$ cat src/include/qser_cfg.svh
// Offsets, field positions, reset values and timing counts of the queued serial master.
// Assumes a word-indexed register port; each offset below is an index, not a byte address.
`ifndef QSER_CFG_SVH
`define QSER_CFG_SVH
// Register indices
`define QSER_OFS_MODE    8'h00
`define QSER_OFS_DELAYS  8'h01
`define QSER_OFS_QUEUE   8'h02
`define QSER_OFS_TEST    8'h03
`define QSER_OFS_STATUS  8'h04
`define QSER_OFS_DIR     8'h05
`define QSER_OFS_DATA    8'h06
`define QSER_OFS_ASSIGN  8'h07
// Queue RAM windows, upper nibble selects the part, lower nibble the entry
`define QSER_WIN_RX      4'h1
`define QSER_WIN_TX      4'h2
`define QSER_WIN_CMD     4'h3
// Mode register fields
`define QSER_MODE_MASTER_SELECT   15
`define QSER_MODE_ODS    14
`define QSER_MODE_BITS_H 13
`define QSER_MODE_BITS_L 10
`define QSER_MODE_CPOL   9
`define QSER_MODE_CPHA   8
// Delay, queue and status register fields
`define QSER_DLY_ENABLE  15
`define QSER_Q_FIE       15
`define QSER_Q_WRAP      14
`define QSER_Q_WRAP_TARGET_SELECT      13
`define QSER_ST_FIN      7
// Command byte fields
`define QSER_CMD_HOLD    7
`define QSER_CMD_LSEL    6
`define QSER_CMD_PDLY    5
`define QSER_CMD_CDLY    4
// Reset values
`define QSER_RST_MODE    16'h0000
`define QSER_RST_DELAYS  16'h0404
`define QSER_RST_QUEUE   16'h0000
`define QSER_RST_PINS    8'h00
// Timing counts in system clock cycles, then word lengths in bits
`define QSER_MIN_HALF    8'h02
`define QSER_GAP_UNIT    14'h0020
`define QSER_DEF_LEN     5'h08
`define QSER_MAX_LEN     5'h10
`endif

$ cat src/include/qser_pkg.sv
// Types shared by the queued serial master.
// Assumes qser_cfg.svh carries all numeric constants.
package qser_pkg;
  typedef enum logic [2:0] {ST_IDLE, ST_LOAD, ST_LEAD, ST_SHIFT, ST_TRAIL, ST_GAP, ST_NEXT}
    qser_state_t;
  typedef logic [3:0] qser_ptr_t;
endpackage : qser_pkg

$ cat src/core/qser_master.sv
// Queued serial master: register port, queue RAM, transfer engine and pin muxing.
// Assumes a single 25 MHz clock, synchronous inputs and a one-cycle strobe register master.
`include "qser_cfg.svh"

module qser_master
  import qser_pkg::*;
#(
  parameter int ENTRIES = 16,
  parameter int NPINS   = 7
)(
  input  wire logic             REF_CLK,
  input  wire logic             NRST,
  input  wire logic [7:0]       ADDR,
  input  wire logic [15:0]      WDATA,
  input  wire logic             WR,
  input  wire logic             RD,
  output logic      [15:0]      RDATA,
  input  wire logic [NPINS-1:0] PIN_I,
  output logic      [NPINS-1:0] PIN_O,
  output logic      [NPINS-1:0] PIN_OE,
  output logic                  IRQ
);

  // Pin order: 0 data in, 1 data out, 2 serial clock, 3..6 selects
  logic [15:0]     mode_r;
  logic [15:0]     delays_r;
  logic [15:0]     queue_r;
  logic [7:0]      test_r;
  logic            fin_flag;
  qser_ptr_t       cpt_ptr;
  logic [7:0]      dir_r;
  logic [7:0]      data_r;
  logic [7:0]      assign_r;
  logic [15:0]     tx_mem [ENTRIES];
  logic [15:0]     rx_mem [ENTRIES];
  logic [7:0]      cmd_mem [ENTRIES];
  qser_state_t     st;
  qser_ptr_t       ptr;
  logic [13:0]     cnt;
  logic [4:0]      len;
  logic [5:0]      ec;
  logic [15:0]     sh;
  logic [15:0]     rx_sh;
  logic            sck_q;
  logic [3:0]      pcs_q;
  logic            hold;
  logic [7:0]      half;
  logic [4:0]      field_len;
  logic            enable;
  logic            master;
  logic            cpha;
  logic            store;
  logic            stop_wr;
  logic            at_end;
  logic [6:0]      serial_val;
  logic [15:0]     next_rdata;
  qser_ptr_t       newp;
  qser_ptr_t       endp;

  assign enable  = delays_r[`QSER_DLY_ENABLE];
  assign master  = mode_r[`QSER_MODE_MASTER_SELECT];
  assign cpha    = mode_r[`QSER_MODE_CPHA];
  assign newp    = queue_r[3:0];
  assign endp    = queue_r[11:8];
  assign at_end  = (ptr == endp);
  assign store   = (st == ST_TRAIL) && (cnt == 14'h0001);
  assign stop_wr = WR && (ADDR == `QSER_OFS_DELAYS) && !WDATA[`QSER_DLY_ENABLE];

  // Half period in system clocks; a floor of two keeps the rate at a quarter
  assign half = (mode_r[7:0] < `QSER_MIN_HALF) ? `QSER_MIN_HALF : mode_r[7:0];

  // An unprogrammed length selects 16 bits; short lengths fall back to 8
  always_comb
  begin
    if (mode_r[`QSER_MODE_BITS_H:`QSER_MODE_BITS_L] == 4'h0)
      field_len = `QSER_MAX_LEN;
    else if (mode_r[`QSER_MODE_BITS_H:`QSER_MODE_BITS_L] < 4'h8)
      field_len = `QSER_DEF_LEN;
    else
      field_len = {1'b0, mode_r[`QSER_MODE_BITS_H:`QSER_MODE_BITS_L]};
  end

  // Control registers written from the port
  always_ff @(posedge REF_CLK)
  begin
    if (!NRST)
    begin
      mode_r   <= `QSER_RST_MODE;
      queue_r  <= `QSER_RST_QUEUE;
      test_r   <= `QSER_RST_PINS;
      dir_r    <= `QSER_RST_PINS;
      data_r   <= `QSER_RST_PINS;
      assign_r <= `QSER_RST_PINS;
    end
    else if (WR)
    begin
      unique case (ADDR)
        `QSER_OFS_MODE:   mode_r   <= WDATA;
        `QSER_OFS_QUEUE:  queue_r  <= WDATA;
        `QSER_OFS_TEST:   test_r   <= WDATA[7:0];
        `QSER_OFS_DIR:    dir_r    <= WDATA[7:0];
        `QSER_OFS_DATA:   data_r   <= WDATA[7:0];
        `QSER_OFS_ASSIGN: assign_r <= WDATA[7:0];
        default:          ;
      endcase
    end
  end

  // Enable and delays; a software write wins over the self-clear
  always_ff @(posedge REF_CLK)
  begin
    if (!NRST)
      delays_r <= `QSER_RST_DELAYS;
    else if (WR && ADDR == `QSER_OFS_DELAYS)
      delays_r <= WDATA;
    else if (st == ST_NEXT && at_end && !queue_r[`QSER_Q_WRAP])
      delays_r[`QSER_DLY_ENABLE] <= 1'b0;
  end

  // Status: completion sets the flag, and a set beats a same-cycle clear
  always_ff @(posedge REF_CLK)
  begin
    if (!NRST)
    begin
      fin_flag <= 1'b0;
      cpt_ptr  <= '0;
    end
    else
    begin
      if (store)
        cpt_ptr <= ptr;
      if (store && at_end)
        fin_flag <= 1'b1;
      else if (WR && ADDR == `QSER_OFS_STATUS && WDATA[`QSER_ST_FIN])
        fin_flag <= 1'b0;
    end
  end

  // Queue RAM: transmit and command from software, receive from the engine
  always_ff @(posedge REF_CLK)
  begin
    if (WR && ADDR[7:4] == `QSER_WIN_TX)
      tx_mem[ADDR[3:0]] <= WDATA;
    if (WR && ADDR[7:4] == `QSER_WIN_CMD)
      cmd_mem[ADDR[3:0]] <= WDATA[7:0];
    if (store)
      rx_mem[ptr] <= rx_sh;
  end

  // Transfer engine; clearing enable aborts from any state
  always_ff @(posedge REF_CLK)
  begin
    if (!NRST)
    begin
      st    <= ST_IDLE;
      ptr   <= '0;
      cnt   <= '0;
      len   <= `QSER_DEF_LEN;
      ec    <= '0;
      sh    <= '0;
      rx_sh <= '0;
      sck_q <= 1'b0;
      pcs_q <= 4'h0;
      hold  <= 1'b0;
    end
    else if (!enable || stop_wr || !master)
    begin
      st    <= ST_IDLE;
      sck_q <= mode_r[`QSER_MODE_CPOL];
      pcs_q <= data_r[6:3];
      hold  <= 1'b0;
    end
    else
    begin
      unique case (st)
        ST_IDLE:
        begin
          ptr   <= newp;
          sck_q <= mode_r[`QSER_MODE_CPOL];
          st    <= ST_LOAD;
        end
        ST_LOAD:
        begin
          pcs_q <= cmd_mem[ptr][3:0];
          hold  <= cmd_mem[ptr][`QSER_CMD_HOLD];
          len   <= cmd_mem[ptr][`QSER_CMD_LSEL] ? field_len : `QSER_DEF_LEN;
          sh    <= tx_mem[ptr] << (5'h10 - (cmd_mem[ptr][`QSER_CMD_LSEL] ?
                   field_len : `QSER_DEF_LEN));
          rx_sh <= '0;
          ec    <= '0;
          // Count starts one short: the hand-over to shifting is the last lead cycle
          // Limitation: a programmed delay of one still takes two cycles
          if (cmd_mem[ptr][`QSER_CMD_CDLY])
            cnt <= (delays_r[14:8] == 7'h00) ? 14'h007F :
                   {7'h00, delays_r[14:8]} - 14'h0001;
          else
            cnt <= {6'h00, half} - 14'h0001;
          st    <= ST_LEAD;
        end
        ST_LEAD:
        begin
          if (cnt <= 14'h0001)
          begin
            cnt <= 14'h0001;
            st  <= ST_SHIFT;
          end
          else
            cnt <= cnt - 14'h0001;
        end
        ST_SHIFT:
        begin
          if (cnt == 14'h0001)
          begin
            // Even edge count is the leading edge of a clock pulse
            sck_q <= !sck_q;
            ec    <= ec + 6'h01;
            cnt   <= {6'h00, half};
            if (ec[0] == cpha)
              rx_sh <= {rx_sh[14:0], PIN_I[0]};
            else if (!(cpha && ec == 6'h00))
              sh <= {sh[14:0], 1'b0};
            if (ec == {len, 1'b0} - 6'h01)
              st <= ST_TRAIL;
          end
          else
            cnt <= cnt - 14'h0001;
        end
        ST_TRAIL:
        begin
          if (cnt == 14'h0001)
          begin
            if (!hold)
              pcs_q <= data_r[6:3];
            if (cmd_mem[ptr][`QSER_CMD_PDLY])
            begin
              cnt <= (delays_r[7:0] == 8'h00) ? 14'h2000 :
                     {1'b0, delays_r[7:0], 5'h00};
              st  <= ST_GAP;
            end
            else
              st <= ST_NEXT;
          end
          else
            cnt <= cnt - 14'h0001;
        end
        ST_GAP:
        begin
          if (cnt == 14'h0001)
            st <= ST_NEXT;
          else
            cnt <= cnt - 14'h0001;
        end
        ST_NEXT:
        begin
          if (!at_end)
          begin
            ptr <= ptr + 4'h1;
            st  <= ST_LOAD;
          end
          else if (queue_r[`QSER_Q_WRAP])
          begin
            ptr <= queue_r[`QSER_Q_WRAP_TARGET_SELECT] ? newp : 4'h0;
            st  <= ST_LOAD;
          end
          else
            st <= ST_IDLE;
        end
      endcase
    end
  end

  assign serial_val = {pcs_q, sck_q, sh[15], 1'b0};

  // Pin drivers registered; open drain turns a high into a release
  generate
    for (genvar i = 0; i < NPINS; i++)
    begin : g_pin
      logic val;
      assign val = assign_r[i] ? serial_val[i] : data_r[i];
      always_ff @(posedge REF_CLK)
      begin
        if (!NRST)
        begin
          PIN_O[i]  <= 1'b0;
          PIN_OE[i] <= 1'b0;
        end
        else
        begin
          PIN_O[i]  <= mode_r[`QSER_MODE_ODS] ? 1'b0 : val;
          PIN_OE[i] <= dir_r[i] && (!mode_r[`QSER_MODE_ODS] || !val);
        end
      end
    end
  endgenerate

  // Read mux; data reads show pin levels for inputs, latch for outputs
  always_comb
  begin
    next_rdata = 16'h0000;
    unique case (ADDR)
      `QSER_OFS_MODE:   next_rdata = mode_r;
      `QSER_OFS_DELAYS: next_rdata = delays_r;
      `QSER_OFS_QUEUE:  next_rdata = queue_r;
      `QSER_OFS_TEST:   next_rdata = {8'h00, test_r};
      `QSER_OFS_STATUS: next_rdata = {8'h00, fin_flag, 3'h0, cpt_ptr};
      `QSER_OFS_DIR:    next_rdata = {8'h00, dir_r};
      `QSER_OFS_DATA:   next_rdata = {8'h00, (dir_r & data_r) | (~dir_r & {1'b0, PIN_I})};
      `QSER_OFS_ASSIGN: next_rdata = {8'h00, assign_r};
      default:
      begin
        if (ADDR[7:4] == `QSER_WIN_RX)
          next_rdata = rx_mem[ADDR[3:0]];
        else if (ADDR[7:4] == `QSER_WIN_TX)
          next_rdata = tx_mem[ADDR[3:0]];
        else if (ADDR[7:4] == `QSER_WIN_CMD)
          next_rdata = {8'h00, cmd_mem[ADDR[3:0]]};
      end
    endcase
  end

  // Read data stands only in the cycle after the strobe
  always_ff @(posedge REF_CLK)
  begin
    if (!NRST)
      RDATA <= 16'h0000;
    else
      RDATA <= RD ? next_rdata : 16'h0000;
  end

  // Interrupt follows the finished flag under its enable
  always_ff @(posedge REF_CLK)
  begin
    if (!NRST)
      IRQ <= 1'b0;
    else
      IRQ <= fin_flag && queue_r[`QSER_Q_FIE];
  end
endmodule : qser_master

$ cat config.mk
export PLATFORM = sky130hd
export DESIGN_NAME = qser_master
export DESIGN_NICKNAME = d
export VERILOG_FILES = /design/src/include/qser_pkg.sv /design/src/core/qser_master.sv
export VERILOG_INCLUDE_DIRS = /design/src /design/src/include
export SDC_FILE = /design/constraint.sdc
export NUM_CORES = 1
export LEC_CHECK = 0
export BUFFER_PORTS_ARGS = -buffer_cell sky130_fd_sc_hd__buf_2
export CAP_MARGIN = 15
export CORE_MARGIN = 4
export CORE_UTILIZATION = 57
export DETAILED_ROUTE_END_ITERATION = 8
export PLACE_DENSITY = 0.73
export SLEW_MARGIN = 20
export SYNTH_ARGS = -nofsm -noshare
export SYNTH_HDL_FRONTEND = slang
export SYNTH_SLANG_ARGS = --single-unit
$ cat constraint.sdc
create_clock -name REF_CLK -period 3.3 [get_ports REF_CLK]
set_input_delay 0.165 -clock REF_CLK [delete_from_list [all_inputs] [get_ports REF_CLK]]
set_output_delay 0.165 -clock REF_CLK [all_outputs]
set_load 0.05 [all_outputs]
==> summary.txt, run 1 <==
Clock network
  – Worst-path clk slew: 0.06 ns
  – Sink Count: 830
  – Worst-Skew Late Latency: 0.63 ns
  – Num CTS Buffers: 86
  – Htree depth: 3
  – CTS tree: built
  – Clk root buf: clkbuf_16
  – Longest Clk Path Bufs: 3

Setup path
  – Worst R2R End: cnt[7]
  – R2R Setup Slk: 0.18 ns
  – CP endpoint kind: register
  – Worst path buffer plus inverter count: 2
  – Cell count along the critical path: 10
  – Critical Path, Cell by Cell: buf_4 > mux4_1 > mux4_2 > a21oi_1 > o21ai_0 > o311a_1 > buf_4 > o21ai_0 > nand3_1 > nand2_1
  – CP endpoint: cnt[7]
  – Crit Path Max Fanout: 17
  – Startpoint class of the critical path: register
  – Max incr delay on CP: 0.61 ns
  – Kind of critical path: reg -> reg
  – R2R cell count: 10
  – Delay-heaviest family, CP: multiplexers
  – CP max-delay cell: mux4_1
  – Critical path data required time: 3.87 ns
  – Arrival time worst endpoint: 3.69 ns

Detailed routing
  – ANT nets after route: 0
  – DRT Wirelength: between 100 and 150 mm
  – Drt first pass iters: 6
  – DRC: 0
  – Drt via density: 6.86
  – Via Count: 23481
  – Initial DRC Count: approximately 3200
  – Routed WL per cell: 29.8 µm

Floorplanning
  – Total die area: between 0.06 and 0.07 mm²
  – Ports: 66
  – FP Rows: 93
  – Width of the die: 263 µm
  – Die span in y: about 260 µm
  – Core Area: between 0.06 and 0.07 mm²
  – Initial Util: 57.5%

STA
  – Headroom to the max-slew limit: between 10% and 20%
  – Final worst-path cycle share: 94.7%
  – Setup-failing EPs final: 0
  – RSZ-0062 raised after global routing: true
  – Worst-margin pin slew: 1.20 ns
  – Final hold slack: 0.0404 ns
  – Maximum clock frequency: 320 MHz
  – Setup Skew: 0.0283 ns
  – Max-slew violation count: 0
  – Post-layout min period: about 3.1 ns
  – Final Hold Vio Count: 0

Finish
  – Commonest non-fill, non-tap cells in the layout: 640 x edfxtp_1, 300 x mux4_2, 258 x nand2_1, 187 x dfxtp_1, 134 x buf_4
  – Commonest non-fill, non-tap cell in the layout: edfxtp_1
  – Area delta synth->final: 13.9%
  – Layout cells sized above 1: 27.9%
  – # nets final: 2545
  – Ant. Diodes: 0

Logic synthesis
  – Post-synth EDFFs: 640
  – Post-Syn Area: 0.0371 mm²
  – Area share of the largest cell type after synthesis: between 50% and 60%
  – Avg Cell Area, Syn: 15.8 µm²
  – Synth Net Count: 2397
  – Unique masters post-synth: 76
  – Main area contributors after synthesis: edfxtp_1 52%, mux4_2 18%, dfxtp_1 10%
  – Synthesized netlist cell count: 2350
  – Register bit total from synthesis: between 800 and 900
  – Synth area leader: edfxtp_1
  – Primary FF master, synth: edfxtp_1
  – Synth Warn #: 0
  – Post-synthesis sequential area ratio: 62.1%
  – Ys async rst share: 0%

Global routing
  – Largest net degree at the start of global routing: 93
  – GR Util All Layers: 29.4%
  – First-pass GRT wire length: roughly 150 mm
  – Initial antenna violation count: 1
  – Vias in the first global route: 23500
  – Total gr overflow: 0

Run status
  – Outcome: finished clean

Power
  – VDD IR max: 0.370 mV
  – Tot Pwr: approximately 22 mW
  – Leak: ~13 nW
  – Sequential share of power: 51.0%
  – Power Density: 521 mW/mm²
  – Clock power frac: 45.6%
  – Combinational Power Share: 3.4%
  – Net Sw Frac: 20.5%
  – Switch Pwr: ~4.5 mW
  – P_int: 17.5 mW

Hold path
  – Hold_sp: WDATA[14]
  – Hold depth: 3
  – Hold Path Class: in -> reg

Place
  – GP Congestion: 0.917
  – Post-DP HPWL: 63.8 mm
  – Buffers on Ports: 65

Job
  – Max_cap viols: 0
==> through the flow <==
step / area [µm²] / cells / setup TNS, ns / setup WS (ns) / utilization [%]
floorplan: 37100 / 2350 / 0 / 0.0141 / -
detailed placement: 39100 / 3255 / -0.00261 / -0.00261 / 60.7
CTS: 42200 / 3423 / 0 / 0.0259 / 65.4
finish: 42200 / 3424 / 0 / 0.176 / 65.5
global route: 42200 / 3424 / -0.00386 / -0.00365 / 65.5
global placement: 39100 / 3255 / 0 / 0.0792 / 60.7
==> what timing repair did <==
| item | CTS | global route |
|---|---|---|
| setup endpoints to repair | 1 | 9 |
| pin swaps | 0 | 1 |
| resized for setup | 1 | 7 |
| hold buffers | 9 | 0 |
| endpoints found under the hold margin | 109 | 0 |
| buffers inserted | 0 | 1 |
==> routing by layer <==
layer,up-vias,routed length [µm],global-route usage [%]
met3,236,10500,5.72
met1,11971,39300,41.6
met4,2,4410,11.4
met2,1488,48000,46.1
met5,-,7,0
li1,9784,-,-
==> synth_stat cells, drive strengths merged, types with 5 or more instances <==
| library cell | instances |
|---|---|
| edfxtp | 640 |
| nand3 | 79 |
| a21oi | 53 |
| xor2 | 19 |
| and2 | 9 |
| or3 | 5 |
| mux2i | 25 |
| mux2 | 12 |
| o211a | 20 |
| nand2 | 259 |
| nand4 | 9 |
| nor2 | 108 |
| a21boi | 99 |
| a22oi | 56 |
| mux4 | 311 |
| o21ai | 51 |
| xnor2 | 15 |
| nor2b | 11 |
| ha | 12 |
| dfxtp | 190 |
| a21o | 7 |
| inv | 22 |
| nor4 | 12 |
| nand2b | 10 |
| a31oi | 5 |
| nor3 | 23 |
| nor3b | 7 |
| or4 | 5 |
| a211oi | 11 |
| buf | 59 |
| a221o | 6 |
| a221oi | 39 |
| clkbuf | 99 |
==> how the worst min path moves through the flow <==
stage	endpoint	slack, ns
finish	mode_r[14]	0.04
global route	RDATA[2]	0.06
CTS	RDATA[2]	0.001
detailed placement	test_r[5]	0.46
global placement	test_r[4]	0.45
floorplan	cmd_mem[0][0]	0.26
==> worst reg2reg max path, cell delays in order, from the launching register on <==
cell and delay [ns]:
dfxtp_4 0.41, buf_4 0.35, mux4_1 0.61, mux4_2 0.58
a21oi_1 0.17, o21ai_0 0.09, o311a_1 0.32, buf_4 0.27
o21ai_0 0.07, nand3_1 0.09, nand2_1 0.10
==> flip-flops by register name, summed over array words and instances (netlist names), 8 cells and up, named ones only <==
register,cells
delays_r,16
test_r,8
cmd_mem,128
rx_mem,256
mode_r,16
RDATA,16
rx_sh,16
assign_r,8
tx_mem,256
dir_r,8
sh,16
cnt,14
data_r,8
queue_r,16
==> kinds of logic (layout without fill, tap and decap cells) <==
logic type               Yosys count  in the layout  synth area share [%]
AO/OA/AOI/OAI                    392            392                  7.80
buffers and inverters            182            401                  2.19
XOR/XNOR                          34             34                 0.824
multiplexers                     348            348                  20.0
flip-flops                       830            830                  62.1
AND/OR/NAND/NOR                  552            552                  6.61
adder cells (fa/ha/maj)           12             12                 0.405
==> area by class of cell <==
class / count / area, µm²
clock inverters: 48 / 568
clock buffers: 111 / 2360
fillers: 4403 / 22300
repair buffers: 218 / 1680
well taps: 855 / 1070
multi-input cells: 1338 / 13400
inverters: 24 / 90.1
flip-flops and latches: 830 / 23000
==> power groups by stage <==
stage,registers (mW),logic [mW],clock network [mW]
final,11.2,0.742,10.0
after global placement,11.4,0.710,0
after global routing,11.2,0.781,10.6
after detailed placement,11.4,0.726,0
after floorplan,11.4,0.410,0
after CTS,11.2,0.736,10.1
Power figures use the tool's default switching activity.
==> run 2: changes to the inputs <==
Settings changed: CORE_UTILIZATION 57 to 59, CTS_BUF_LIST set to sky130_fd_sc_hd__clkbuf_8, PLACE_DENSITY 0.73 to 0.76.
==> run 2 against run 1 <==
Net effect: via count rose by 1.5%; design area fell by 0.54%; die area fell by 3.3%; non-clock buffer count rose by 17; flip-flop and latch count did not move; worst setup slack got worse by 0.013 ns; critical endpoint is now sh[7]; final cell count rose by 2.7%; clock skew rose by 0.029 ns.
==> summary.txt, run 2 (synthesized netlist as in run 1, its figures left out) <==
Hold path
  – Hold depth: 4
  – Worst hold endpoint: RDATA[2]
  – Hold Path Class: in -> reg
  – Hold_sp: ADDR[5]

Global routing
  – Global route hottest layer: met2
  – GR Util All Layers: 30.9%
  – Grt met3 use: 7.76%
  – Initial antenna violation count: 2
  – Met2 Use GR: 47.1%
  – Vias in the first global route: 24096
  – First-pass GRT wire length: 153 mm
  – Largest net degree at the start of global routing: 156
  – Met1 Use GR: 43.9%
  – Total gr overflow: 0

Finish
  – Final core area utilization: 67.8%
  – Area of the multi-input gates: between 0.01 and 0.015 mm²
  – Fillcell total: between 4000 and 5000
  – Area delta synth->final: 13.2%
  – Layout cells sized above 1: between 20% and 30%
  – # nets final: 2614
  – Design Area, Final: between 0.04 and 0.05 mm²
  – Commonest non-fill, non-tap cells in the layout: 640 x edfxtp_1, 300 x mux4_2, 258 x nand2_1, 187 x dfxtp_1, 147 x clkbuf_8
  – Register area: 0.0230 mm²
  – Commonest non-fill, non-tap cell in the layout: edfxtp_1

STA
  – Post-layout min period: 3.14 ns
  – Final worst-path cycle share: 95.1%
  – Worst-margin pin slew: 1.13 ns
  – Max-slew violation count: 0
  – Maximum clock frequency: about 320 MHz
  – Setup Skew: ~0.058 ns
  – Setup TNS: 0 ns
  – RSZ-0062 raised after global routing: false
  – Setup-failing EPs final: 0
  – Final Hold Vio Count: 0
  – Headroom to the max-slew limit: around a quarter

Power
  – Power Density: 488 mW/mm²
  – Leak: 13.2 nW
  – VDD IR max: approximately 0.41 mV
  – Tot Pwr: 20.5 mW

Job
  – Max_cap viols: 0

Setup path
  – Arrival time worst endpoint: 3.82 ns
  – Worst R2R End: sh[7]
  – Startpoint class of the critical path: register
  – R2R cell count: 9
  – R2R Setup Slk: 0.16 ns
  – Crit Path Max Fanout: 30
  – Kind of critical path: reg -> reg
  – Critical path data required time: 3.98 ns
  – CP endpoint kind: register

Place
  – Placed Area: 0.0391 mm²
  – GP Congestion: 0.942
  – Post-DP HPWL: 63.6 mm
  – Buffers on Ports: between 60 and 70

Clock network
  – CTS tree: built
  – Longest Clk Path Bufs: 3
  – Clk root buf: clkbuf_8
  – Worst-path clk slew: 0.07 ns
  – Worst-Skew Late Latency: a little over 0.8 ns
  – Sink Count: 830
  – Htree depth: 4
  – Num CTS Buffers: 138

Floorplanning
  – Initial Util: 59.8%
  – Die span in y: 259 µm
  – FP Rows: 91
  – Ports: 66
  – Width of the die: 259 µm
  – Core Area: 0.0619 mm²
  – Total die area: 0.0669 mm²

Detailed routing
  – DRC: 0
  – Routed WL per cell: just under 30 µm
  – Via Count: roughly 24000
  – DRT Wirelength: 102 mm
  – ANT nets after route: 0
  – Drt via density: about 6.8
  – Drt first pass iters: 5
  – Initial DRC Count: between 3000 and 4000

Run status
  – Outcome: finished clean
==> run 2: cell types whose count changed in the layout (fill, tap and decap cells not counted), sizes merged <==
cell and delta:
buf +1, clkinv +16, diode +1, bufinv -9, clkinvlp -1, dlygate4sd3 +16
inv +51, clkbuf +36
==> run 2: worst max-delay path by stage <==
stage | end | slack, ns
5_1_grt | cnt[6] | 0.007
4_1_cts | sh[13] | 0.11
3_5_place_dp | sh[13] | 0.08
3_3_place_gp | sh[13] | 0.12
2_1_floorplan | sh[13] | 0.01
6_report | sh[7] | 0.16
==> run 2: area by class of cell <==
cell class / instances / area share [%]
Antenna cell: 1 / 0.00596
Clock buffer: 147 / 4.82
Clock inverter: 105 / 1.33
Inverter: 24 / 0.215
Multi-Input combinational cell: 1338 / 31.8
Sequential cell: 830 / 54.9
Tap cell: 837 / 2.50
Timing Repair Buffer: 235 / 4.43
==> run 2: per-stage QoR <==
stage / hold WS (ns) / cells / worst slack (ns)
floorplan: 0.264 / 2350 / 0.0141
global placement: 0.451 / 3237 / 0.116
detailed placement: 0.463 / 3237 / 0.0799
CTS: 0.0255 / 3514 / 0.111
global route: 0.0774 / 3517 / 0.00749
finish: 0.0930 / 3517 / 0.162
==> run 2: where the power goes <==
part	switching [mW]	internal (mW)	total (mW)
Combinational	0.459	0.305	0.765
Sequential	0.00916	11.2	11.2
Clock	4.13	4.38	8.52
==> run 2: critical path, stage by stage (launching register included) <==
cell and delay (ns):
dfxtp_4 0.42, buf_12 0.24, buf_16 0.27, mux4_2 0.55, a22oi_1 0.23, nand2_1 0.18, mux4_2 0.50, mux2_2 0.30
a221oi_2 0.24, nor2_1 0.07
==> run 2: layer usage <==
metal,vias up,wire length (µm)
met4,2,4050
met3,251,11100
met1,12165,39700
li1,9936,-
met5,-,9
met2,1489,46900
==> run 2: repair_timing <==
item,4_1_cts,5_1_grt
endpoints found under the setup margin,0,128
setup buffers,0,2
gates resized for setup,0,8
hold buffers,25,0
hold endpoints to repair,476,0
